===== src/rtl/cci_pkg.sv =====
// constants and entry layouts of the configuration cache invalidation block
// Function
// - partition-map invalidate clears only the separate partition-map cache by security and vm tag
// - partition-map invalidate errors if no monitor support, no interface support, bad select
// - invalidate-all equals range 31 over all source ids, source id ignored
// - invalidate-all also drops vm structure, stream, pointer and context caching
// - security select 1 from the non-secure queue raises the illegal-command error for configuration and partition-map commands only
// - invalidate-all is detected and done as one full clear
// - invalidations never touch stalled transactions
// - a retried stalled transaction translates afresh with current structures
// - each entry invalidation is atomic; in-flight users may finish
// - sync completes only after prior invalidations and in-flight users are done
// - tlb invalidates act on the local tlb only, no broadcast
// - with 8-bit tags, nonzero upper tag bits make the tlb command a no-op
// - address-space tag matching ignores the shared-set flag
// - locked tlb entries are kept; no over-invalidation
// - address match ignores low bits spanned by the entry size
// - one id bit reports range invalidation and level hint support
// - leaf-only scope removes only last-level entries
// - vm wildcard enable per security state widens vm tag matching
// - security select 0 is non-secure, 1 is secure
package cci_pkg;
    // ------------------------------------------------------------
    // register offsets
    // ------------------------------------------------------------
    localparam logic [7:0] REG_CTRL   = 8'h00;
    localparam logic [7:0] REG_CMD0   = 8'h04;
    localparam logic [7:0] REG_SID    = 8'h08;
    localparam logic [7:0] REG_TAGS   = 8'h0c;
    localparam logic [7:0] REG_ADDR   = 8'h10;
    localparam logic [7:0] REG_STATUS = 8'h14;
    localparam logic [7:0] REG_ID     = 8'h18;
    // ------------------------------------------------------------
    // field positions and reset values
    // ------------------------------------------------------------
    localparam int CTRL_NS_WILD = 0;
    localparam int CTRL_S_WILD  = 1;
    localparam int CTRL_SECQ    = 2;
    localparam int CMD0_SEL     = 8;
    localparam int CMD0_LEAF    = 9;
    localparam int CMD0_RANGE   = 10;
    localparam int CMD0_SUB     = 12;
    localparam int ST_ERR       = 0;
    localparam int ST_BUSY      = 1;
    localparam int ST_SYNC      = 16;
    localparam logic [31:0] RST_WORD = 32'h0000_0000;
    // ------------------------------------------------------------
    // command opcodes
    // ------------------------------------------------------------
    localparam logic [7:0] OP_STE     = 8'h01;
    localparam logic [7:0] OP_STE_RNG = 8'h02;
    localparam logic [7:0] OP_CD      = 8'h03;
    localparam logic [7:0] OP_CD_ALL  = 8'h04;
    localparam logic [7:0] OP_ALL     = 8'h05;
    localparam logic [7:0] OP_PMAP    = 8'h06;
    localparam logic [7:0] OP_TLB_SEC = 8'h10;
    localparam logic [7:0] OP_TLB_VM  = 8'h11;
    localparam logic [7:0] OP_TLB_AS  = 8'h12;
    localparam logic [7:0] OP_TLB_VA  = 8'h13;
    localparam logic [7:0] OP_SYNC    = 8'h46;
    localparam logic [4:0] RANGE_ALL  = 5'h1f;
    // ------------------------------------------------------------
    // cached entry kinds and layouts
    // ------------------------------------------------------------
    localparam logic [2:0] K_STE  = 3'h0;
    localparam logic [2:0] K_STREAM_POINTER_DESCRIPTOR = 3'h1;
    localparam logic [2:0] K_CD   = 3'h2;
    localparam logic [2:0] K_CONTEXT_POINTER_DESCRIPTOR = 3'h3;
    localparam logic [2:0] K_VMS  = 3'h4;
    typedef struct packed {
        logic        v;
        logic        sec;
        logic [2:0]  kind;
        logic [31:0] sid;
        logic [19:0] sub;
    } cci_cfg_t;
    typedef struct packed {
        logic        v;
        logic        sec;
        logic [15:0] vm;
    } cci_pm_t;
    typedef struct packed {
        logic        v;
        logic        sec;
        logic        lock;
        logic        leaf;
        logic        wild;
        logic [15:0] vm;
        logic [15:0] address_space_tag;
        logic [31:0] addr;
        logic [4:0]  size;
    } cci_tlb_t;
    typedef enum logic [1:0] {PH_IDLE, PH_EXEC, PH_SYNC} cci_ph_t;
endpackage : cci_pkg


===== src/rtl/cci_inval.sv =====
// configuration cache and tlb invalidation engine with apb register access
`timescale 1ns/1ps
`default_nettype none
module cci_inval #(
    parameter int NCFG      = 8,
    parameter int NPM       = 4,
    parameter int NTLB      = 8,
    parameter bit PM_SUP    = 1'b1,
    parameter bit PM_NS_IF  = 1'b1,
    parameter bit PM_S_IF   = 1'b1,
    parameter bit VMS_NS_IF = 1'b1,
    parameter bit VMS_S_IF  = 1'b1,
    parameter bit RIL_SUP   = 1'b1,
    parameter bit ASID16    = 1'b1,
    parameter bit VMID16    = 1'b1,
    parameter bit STAGE1    = 1'b1
) (
    input  wire logic                 pclk,
    input  wire logic                 presetn,
    input  wire logic                 psel,
    input  wire logic                 penable,
    input  wire logic                 pwrite,
    input  wire logic [7:0]           paddr,
    input  wire logic [31:0]          pwdata,
    output logic      [31:0]          prdata,
    output logic                      pready,
    output logic                      pslverr,
    input  wire logic                 fill_valid,
    input  wire logic [1:0]           fill_target,
    input  wire logic [7:0]           fill_idx,
    input  wire cci_pkg::cci_cfg_t    fill_cfg,
    input  wire cci_pkg::cci_pm_t     fill_pm,
    input  wire cci_pkg::cci_tlb_t    fill_tlb,
    input  wire logic                 xlat_inflight,
    output logic      [NCFG-1:0]      cfg_valid,
    output logic      [NPM-1:0]       pm_valid,
    output logic      [NTLB-1:0]      tlb_valid,
    output logic                      illegal_command_error,
    output logic                      sync_done
);
    import cci_pkg::*;

    // ------------------------------------------------------------
    // state
    // ------------------------------------------------------------
    typedef struct packed {
        logic                 ns_wild;
        logic                 s_wild;
        logic                 secq;
        logic [31:0]          cmd0;
        logic [31:0]          sid;
        logic [31:0]          tags;
        logic [31:0]          addr;
        cci_ph_t              ph;
        logic                 err;
        logic                 sync_pulse;
        logic [15:0]          sync_cnt;
        logic [31:0]          rdata;
        logic                 rdy;
        logic                 slverr;
        cci_cfg_t [NCFG-1:0]  cfg;
        cci_pm_t  [NPM-1:0]   pm;
        cci_tlb_t [NTLB-1:0]  tlb;
    } cci_st_t;

    cci_st_t st_ff;
    cci_st_t nxt_st;

    // ------------------------------------------------------------
    // command decode
    // ------------------------------------------------------------
    logic [7:0]  op;
    logic        csel;
    logic        cleaf;
    logic [4:0]  crng;
    logic [19:0] csub;
    logic [15:0] cvm;
    logic [15:0] cas;
    logic [32:0] rmask;
    logic        sel_bad;
    logic        pm_if_ok;
    logic        tag_bad;
    logic        is_cfg_op;
    logic        is_tlb_op;
    logic        illegal;

    // field split of the staged command
    assign op    = st_ff.cmd0[7:0];
    assign csel  = st_ff.cmd0[CMD0_SEL];
    assign cleaf = st_ff.cmd0[CMD0_LEAF];
    assign crng  = st_ff.cmd0[CMD0_RANGE +: 5];
    assign csub  = st_ff.cmd0[CMD0_SUB +: 20];
    assign cvm   = st_ff.tags[15:0];
    assign cas   = st_ff.tags[31:16];
    // aligned source id range; range 31 leaves no bit compared
    assign rmask = ~((33'd1 << (6'(crng) + 6'd1)) - 33'd1);

    // error screening of the staged command
    assign is_cfg_op = (op == OP_STE) || (op == OP_STE_RNG) || (op == OP_CD)
                     || (op == OP_CD_ALL) || (op == OP_ALL) || (op == OP_PMAP);
    assign is_tlb_op = (op == OP_TLB_SEC) || (op == OP_TLB_VM)
                     || (op == OP_TLB_AS) || (op == OP_TLB_VA);
    assign sel_bad   = csel && !st_ff.secq;
    assign pm_if_ok  = csel ? (PM_S_IF && VMS_S_IF) : (PM_NS_IF && VMS_NS_IF);
    assign tag_bad   = (!VMID16 && (cvm[15:8] != 8'h00))
                     || (!ASID16 && (cas[15:8] != 8'h00));
    always_comb begin
        illegal = 1'b0;
        if (!is_cfg_op && !is_tlb_op && (op != OP_SYNC)) begin
            illegal = 1'b1;
        end else if (is_cfg_op && sel_bad) begin
            illegal = 1'b1;
        end else if (op == OP_PMAP && (!PM_SUP || !pm_if_ok)) begin
            illegal = 1'b1;
        end else if ((op == OP_CD || op == OP_CD_ALL) && !STAGE1) begin
            illegal = 1'b1;
        end
    end

    // ------------------------------------------------------------
    // per-entry match of the staged command
    // ------------------------------------------------------------
    logic [NCFG-1:0] cfg_hit;
    logic [NPM-1:0]  pm_hit;
    logic [NTLB-1:0] tlb_hit;

    genvar gi;
    generate
        for (gi = 0; gi < NCFG; gi++) begin : g_cfg
            cci_cfg_t e;
            logic     sid_eq;
            logic     in_rng;
            logic     ctx;
            assign e      = st_ff.cfg[gi];
            assign sid_eq = (e.sid == st_ff.sid);
            assign in_rng = ((e.sid ^ st_ff.sid) & rmask[31:0]) == 32'h0000_0000;
            assign ctx    = (e.kind == K_CD) || (e.kind == K_CONTEXT_POINTER_DESCRIPTOR);
            always_comb begin
                cfg_hit[gi] = 1'b0;
                if (e.v && (e.sec == csel)) begin
                    case (op)
                        // one stream entry with its contexts and vm data
                        OP_STE:     cfg_hit[gi] = sid_eq && (!cleaf || e.kind != K_STREAM_POINTER_DESCRIPTOR);
                        OP_STE_RNG: cfg_hit[gi] = in_rng;
                        // full clear of the security state, no range walk
                        OP_ALL:     cfg_hit[gi] = 1'b1;
                        OP_CD:      cfg_hit[gi] = sid_eq && ((e.kind == K_CD && e.sub == csub)
                                                 || (e.kind == K_CONTEXT_POINTER_DESCRIPTOR && !cleaf));
                        OP_CD_ALL:  cfg_hit[gi] = sid_eq && ctx;
                        default:    cfg_hit[gi] = 1'b0;
                    endcase
                end
            end
        end
        for (gi = 0; gi < NPM; gi++) begin : g_pm
            // partition maps live apart from stream entry caching
            assign pm_hit[gi] = (op == OP_PMAP) && st_ff.pm[gi].v
                              && (st_ff.pm[gi].sec == csel)
                              && (st_ff.pm[gi].vm == cvm);
        end
        for (gi = 0; gi < NTLB; gi++) begin : g_tlb
            cci_tlb_t    t;
            logic        wc;
            logic        vm_ok;
            logic        as_ok;
            logic        va_ok;
            logic [31:0] amask;
            assign t     = st_ff.tlb[gi];
            assign wc    = t.sec ? st_ff.s_wild : st_ff.ns_wild;
            assign vm_ok = (t.wild && wc) || (t.vm == cvm);
            // shared-set flag is not part of the entry match
            assign as_ok = (t.address_space_tag == cas);
            assign amask = ~((32'd1 << t.size) - 32'd1);
            assign va_ok = ((t.addr ^ st_ff.addr) & amask) == 32'h0000_0000;
            always_comb begin
                tlb_hit[gi] = 1'b0;
                if (t.v && !t.lock && (t.sec == csel) && !tag_bad) begin
                    case (op)
                        OP_TLB_SEC: tlb_hit[gi] = 1'b1;
                        OP_TLB_VM:  tlb_hit[gi] = vm_ok;
                        OP_TLB_AS:  tlb_hit[gi] = vm_ok && as_ok;
                        OP_TLB_VA:  tlb_hit[gi] = vm_ok && as_ok && va_ok
                                                 && (!cleaf || t.leaf);
                        default:    tlb_hit[gi] = 1'b0;
                    endcase
                end
            end
        end
    endgenerate

    // ------------------------------------------------------------
    // apb decode
    // ------------------------------------------------------------
    logic        acc;
    logic        cmd_wr;
    logic        hold;
    logic        mapped;
    logic [31:0] rd_val;

    assign acc    = psel && penable;
    assign cmd_wr = pwrite && (paddr == REG_CMD0);
    // a new command waits until the previous one is consumed
    assign hold   = cmd_wr && (st_ff.ph != PH_IDLE);
    assign mapped = (paddr == REG_CTRL) || (paddr == REG_CMD0) || (paddr == REG_SID)
                 || (paddr == REG_TAGS) || (paddr == REG_ADDR)
                 || (paddr == REG_STATUS) || (paddr == REG_ID);

    // read mux
    always_comb begin
        rd_val = RST_WORD;
        case (paddr)
            REG_CTRL: begin
                rd_val[CTRL_NS_WILD] = st_ff.ns_wild;
                rd_val[CTRL_S_WILD]  = st_ff.s_wild;
                rd_val[CTRL_SECQ]    = st_ff.secq;
            end
            REG_CMD0: rd_val = st_ff.cmd0;
            REG_SID:  rd_val = st_ff.sid;
            REG_TAGS: rd_val = st_ff.tags;
            REG_ADDR: rd_val = st_ff.addr;
            REG_STATUS: begin
                rd_val[ST_ERR]       = st_ff.err;
                rd_val[ST_BUSY]      = (st_ff.ph != PH_IDLE);
                rd_val[ST_SYNC +: 16] = st_ff.sync_cnt;
            end
            REG_ID: rd_val = {27'd0, STAGE1, VMID16, ASID16, RIL_SUP, PM_SUP};
            default: rd_val = RST_WORD;
        endcase
    end

    // ------------------------------------------------------------
    // next state
    // ------------------------------------------------------------
    always_comb begin
        nxt_st = st_ff;
        nxt_st.sync_pulse = 1'b0;
        // cache refill from the translation side
        if (fill_valid) begin
            if (fill_target == 2'd0 && 32'(fill_idx) < NCFG) begin
                nxt_st.cfg[fill_idx] = fill_cfg;
            end else if (fill_target == 2'd1 && 32'(fill_idx) < NPM) begin
                nxt_st.pm[fill_idx] = fill_pm;
            end else if (fill_target == 2'd2 && 32'(fill_idx) < NTLB) begin
                nxt_st.tlb[fill_idx] = fill_tlb;
            end
        end
        // apb: answer one cycle into access, act on the completing edge
        if (st_ff.rdy) begin
            nxt_st.rdy    = 1'b0;
            nxt_st.slverr = 1'b0;
            if (acc && pwrite && mapped) begin
                case (paddr)
                    REG_CTRL: begin
                        nxt_st.ns_wild = pwdata[CTRL_NS_WILD];
                        nxt_st.s_wild  = pwdata[CTRL_S_WILD];
                        nxt_st.secq    = pwdata[CTRL_SECQ];
                    end
                    REG_CMD0: begin
                        nxt_st.cmd0 = pwdata;
                        nxt_st.ph   = PH_EXEC;
                    end
                    REG_SID:  nxt_st.sid  = pwdata;
                    REG_TAGS: nxt_st.tags = pwdata;
                    REG_ADDR: nxt_st.addr = pwdata;
                    REG_STATUS: begin
                        if (pwdata[ST_ERR]) begin
                            nxt_st.err = 1'b0;
                        end
                    end
                    default: nxt_st.rdy = 1'b0;
                endcase
            end
        end else if (acc && !hold) begin
            nxt_st.rdy    = 1'b1;
            nxt_st.slverr = !mapped;
            nxt_st.rdata  = pwrite ? RST_WORD : rd_val;
        end
        // command engine; invalidations win over a same-cycle refill
        case (st_ff.ph)
            PH_IDLE: nxt_st.ph = nxt_st.ph;
            PH_EXEC: begin
                if (illegal) begin
                    nxt_st.err = 1'b1;
                    nxt_st.ph  = PH_IDLE;
                end else if (op == OP_SYNC) begin
                    nxt_st.ph = PH_SYNC;
                end else begin
                    // whole entries drop in one edge, never half valid
                    for (int i = 0; i < NCFG; i++) begin
                        if (cfg_hit[i]) begin
                            nxt_st.cfg[i].v = 1'b0;
                        end
                    end
                    for (int i = 0; i < NPM; i++) begin
                        if (pm_hit[i]) begin
                            nxt_st.pm[i].v = 1'b0;
                        end
                    end
                    // local tlb only; no maintenance leaves the block
                    for (int i = 0; i < NTLB; i++) begin
                        if (tlb_hit[i]) begin
                            nxt_st.tlb[i].v = 1'b0;
                        end
                    end
                    nxt_st.ph = PH_IDLE;
                end
            end
            PH_SYNC: begin
                // prior commands finished in order; wait for in-flight users
                // stalled transactions are not counted and stay untouched
                if (!xlat_inflight) begin
                    nxt_st.sync_pulse = 1'b1;
                    nxt_st.sync_cnt   = st_ff.sync_cnt + 16'd1;
                    nxt_st.ph         = PH_IDLE;
                end
            end
            default: nxt_st.ph = PH_IDLE;
        endcase
        // hardware set beats a same-cycle software clear
        if (st_ff.ph == PH_EXEC && illegal) begin
            nxt_st.err = 1'b1;
        end
    end

    // ------------------------------------------------------------
    // state register
    // ------------------------------------------------------------
    always_ff @(posedge pclk or negedge presetn) begin
        if (!presetn) begin
            st_ff <= '0;
        end else begin
            st_ff <= nxt_st;
        end
    end

    // outputs straight from the state register
    assign prdata                = st_ff.rdata;
    assign pready                = st_ff.rdy;
    assign pslverr               = st_ff.slverr;
    assign illegal_command_error = st_ff.err;
    assign sync_done             = st_ff.sync_pulse;

    // valid bitmaps of the three caches
    generate
        for (gi = 0; gi < NCFG; gi++) begin : g_vc
            assign cfg_valid[gi] = st_ff.cfg[gi].v;
        end
        for (gi = 0; gi < NPM; gi++) begin : g_vp
            assign pm_valid[gi] = st_ff.pm[gi].v;
        end
        for (gi = 0; gi < NTLB; gi++) begin : g_vt
            assign tlb_valid[gi] = st_ff.tlb[gi].v;
        end
    endgenerate
endmodule : cci_inval
`default_nettype wire


===== config.mk =====
export PLATFORM = sky130hd
export DESIGN_NAME = cci_inval
export DESIGN_NICKNAME = d
export VERILOG_FILES = /design/src/rtl/cci_pkg.sv /design/src/rtl/cci_inval.sv
export SDC_FILE = /design/constraint.sdc
export NUM_CORES = 2
export LEC_CHECK = 0
export ABC_CLOCK_PERIOD_IN_PS = 3230
export BUFFER_PORTS_ARGS = -buffer_cell sky130_fd_sc_hd__buf_4
export CAP_MARGIN = 20
export CORE_ASPECT_RATIO = 0.7
export CORE_MARGIN = 4
export CORE_UTILIZATION = 31
export CTS_BUF_LIST = sky130_fd_sc_hd__clkbuf_2 sky130_fd_sc_hd__clkbuf_4 sky130_fd_sc_hd__clkbuf_8
export DETAILED_ROUTE_END_ITERATION = 10
export PLACE_DENSITY = 0.47
export SETUP_SLACK_MARGIN = 0.5
export SYNTH_ARGS = -nofsm -noshare
export SYNTH_HDL_FRONTEND = slang
export SYNTH_SLANG_ARGS = --single-unit

===== constraint.sdc =====
create_clock -name pclk -period 3.23 [get_ports pclk]
set_clock_uncertainty 0.05 [all_clocks]
set_input_delay 0.646 -clock pclk [delete_from_list [all_inputs] [get_ports pclk]]
set_output_delay 0.646 -clock pclk [all_outputs]
set_load 0.02 [all_outputs]

==> results.yml <==
grt:
  grt_pass1_vias: 53200
  gr-usage-met3_pct: 5.29
  grt.busiest_layer: "met1"
  grt_use_met1_pct: 39.8
  antenna_found_initial: 43
  gr-total-overflow: 0
  grt_pass1_wl_um: 429000
  track_usage_pct: 26.1
  use_met2_pct: 37.0
  grt_start_max_net_pins: 124
worst_hold_path:
  hp-class: "input port to flop"
  min_from: "fill_tlb[25]"
drt:
  post_drt_wl_per_cell_um: 31.6
  drt_wl_total_um: 308000
  ant_nets: 0
  via_per_inst: 5.45
  drc: 0
  first_pass_iters: 9
  vias: 53100
  first_iter_violations: 5568
sta:
  period_needed_ps: 3250
  setup_viol: 1
  fin_ws_ps: -15.3
  rsz0062_at_grt: "yes"
  relSlewSlack_pct: 35.8
  max_freq_mhz: 308
  period_share_pct: 100
  worst_slew_pin_slew_ps: 962
  hold_viol: 0
  fin_setup_tns_ps: -15.3
  slew_viol_final: 0
logic_synthesis:
  avgSynthCellArea_um2: 11.9
  synth-seq-cells: 1305
  syn_inst: 5803
  synth_flop_cell: "dfrtp_1"
  synth_largest_area_cell: "dfrtp_1"
  ys_types: 94
  yosysSeqAreaShare_pct: 47.4
  synth_area_mm2: 0.0689
  yosysMostFrequentCell: "dfrtp_1"
  synth_edf_count: 0
  yosys-top-cells-count: "dfrtp_1, mux2_2, xor2_1"
  synth_top_area_share_pct: 47.4
  synth_nets: 6019
  yosysWarnings: 0
  netlist_top_cells_area: "dfrtp_1, mux2_2, xor2_1"
  synth-async-reset-ratio_pct: 100
worst_setup_path:
  crit_fanout: 18
  reg2reg_from: "crng[1]"
  arrival_ps: 4060
  path_class: "flop to flop"
  setup.worst_path.start: "crng[1]"
  start_kind: "flop"
  end_kind: "flop"
  r2r_setup_slack_ps: -20
  required_ps: 4050
cts:
  cts-root-buf: "clkbuf_8"
  clk_pin_slew_ps: 60
  cts_tree: "yes"
  clkLatencyLatePin_ps: 990
  cts_buffers: 230
  cts_sinks: 1305
  cts.path.max_buffers: 4
  htreeDepth: 4
placement:
  hpwlAfterDp_um: 225000
  io_buffer_count: 261
  place_congestion: 0.977
  place_inst: 9103
floorplanning:
  die_y_um: 402
  core_mm2: 0.221
  io_pins: 262
  rows: 144
  die-area_mm2: 0.230
  initial_core_util_pct: 31.2
  fp.dieW_um: 571
pwr:
  power_density_mw_per_mm2: 424
  ir_drop_mv: 0.339
  p_leak_nw: 43.4
final_layout:
  fin_cells: 9741
  syn2layout_area_growth_pct: 25.5
  nFillCells: 21600
  drive_gt1_share_pct: 41.5
  nets: 6841
status:
  violations: "negative setup slack"
  status: "finished, violations left"
run:
  cap_viol_max_count: 0
## stage by stage
step	power [mW]	utilization [%]	hold slack (ps)	instance area, µm²	setup slack, ps
6_report	36.6	39.2	95.7	86500	-15.3
5_1_grt	38.0	39.2	27.3	86400	-23.0
3_3_place_gp	19.6	35.3	422	77900	-780
4_1_cts	37.0	38.9	3.98	85800	86.1
2_1_floorplan	17.8	-	300	69200	332
3_5_place_dp	19.6	35.3	438	77900	-682
## per-layer routing
layer,wire (µm),vias to the layer above
met1,148000,28000
met4,9200,16
met5,115,-
met2,127000,2008
li1,-,22700
met3,22600,447
## worst paths after layout
| kind | end | cells after the start |
|---|---|---|
| min reg2reg | flop | 1 |
| min | flop | 2 |
| min in group asynchronous | asynchronous set/reset pin | 2 |
| max reg2reg | cfg_valid[6] | 10 |
| max in group asynchronous | asynchronous set/reset pin | 3 |
| max | cfg_valid[6] | 10 |
## power breakdown
part	leakage [nW]	total (mW)	switching [mW]	internal (mW)
Combinational	22.7	2.85	1.81	1.04
Sequential	18.0	16.7	0.162	16.6
Clock	2.68	17.1	7.52	9.55
## placed cells by master (no fill, tap or decap), types with 25 or more instances in the layout
master         instances
buf_4                804
o21ai_0              148
nor2b_1               25
nor2_1                88
nor3_1                47
xnor2_1              446
buf_12                75
clkinv_2              33
dlygate4sd3_1        153
nand4_1              121
nand2_1              180
o211ai_1              26
nand3_1               78
dfrtp_1             1283
a21o_1                41
buf_6                 32
xor2_1               593
a21oi_1               78
a222oi_1              42
inv_1                 28
clkbuf_8             292
clkbuf_4              71
a22oi_1               58
a211oi_1              45
mux2_2              1227
a31oi_1               30
nor4_1               128
## layout make-up
class                           instances  area (µm²)  share of cell area [%]
Multi-Input combinational cell       3991       35400                    41.0
Tap cell                             2920        3650                    4.23
Clock inverter                         47         463                   0.535
Timing Repair Buffer                 1069        9520                    11.0
Clock buffer                          363        4550                    5.26
Inverter                               28         105                   0.122
Sequential cell                      1305       32700                    37.8
Antenna cell                           18        45.0                  0.0521
## cell families (layout without fill, tap and decap cells)
family	count (synthesis)	after routing	synth area share, %
xor gates and xnor gates	1039	1039	13.2
muxes	1251	1251	20.4
other	1	19	0.00544
adders and majority gates	13	13	0.225
buffers and inverters	507	1507	3.47
DFF	1305	1305	47.4
and+or+nand+nor	929	929	7.44
AOI/OAI and AO/OA	758	758	7.83
## critical path, cell delays in order (launching register included)
cell and delay, ps:
dfrtp_1 420, buf_6 190, or4_4 550, a21boi_4 290, a31oi_4 80, buf_6 150
a222oi_1 350, o2111ai_2 240, nor4_4 540, buf_4 190, o22ai_1 60
## what timing repair did
item,CTS,global route
pin swaps,107,92
hold buffers,153,0
gates cloned,1,1
endpoints found under the setup margin,20,20
hold endpoints to repair,1133,0
setup buffers,41,14
gates resized for setup,205,105
Note: power is estimated with default switching activity, not from simulation.
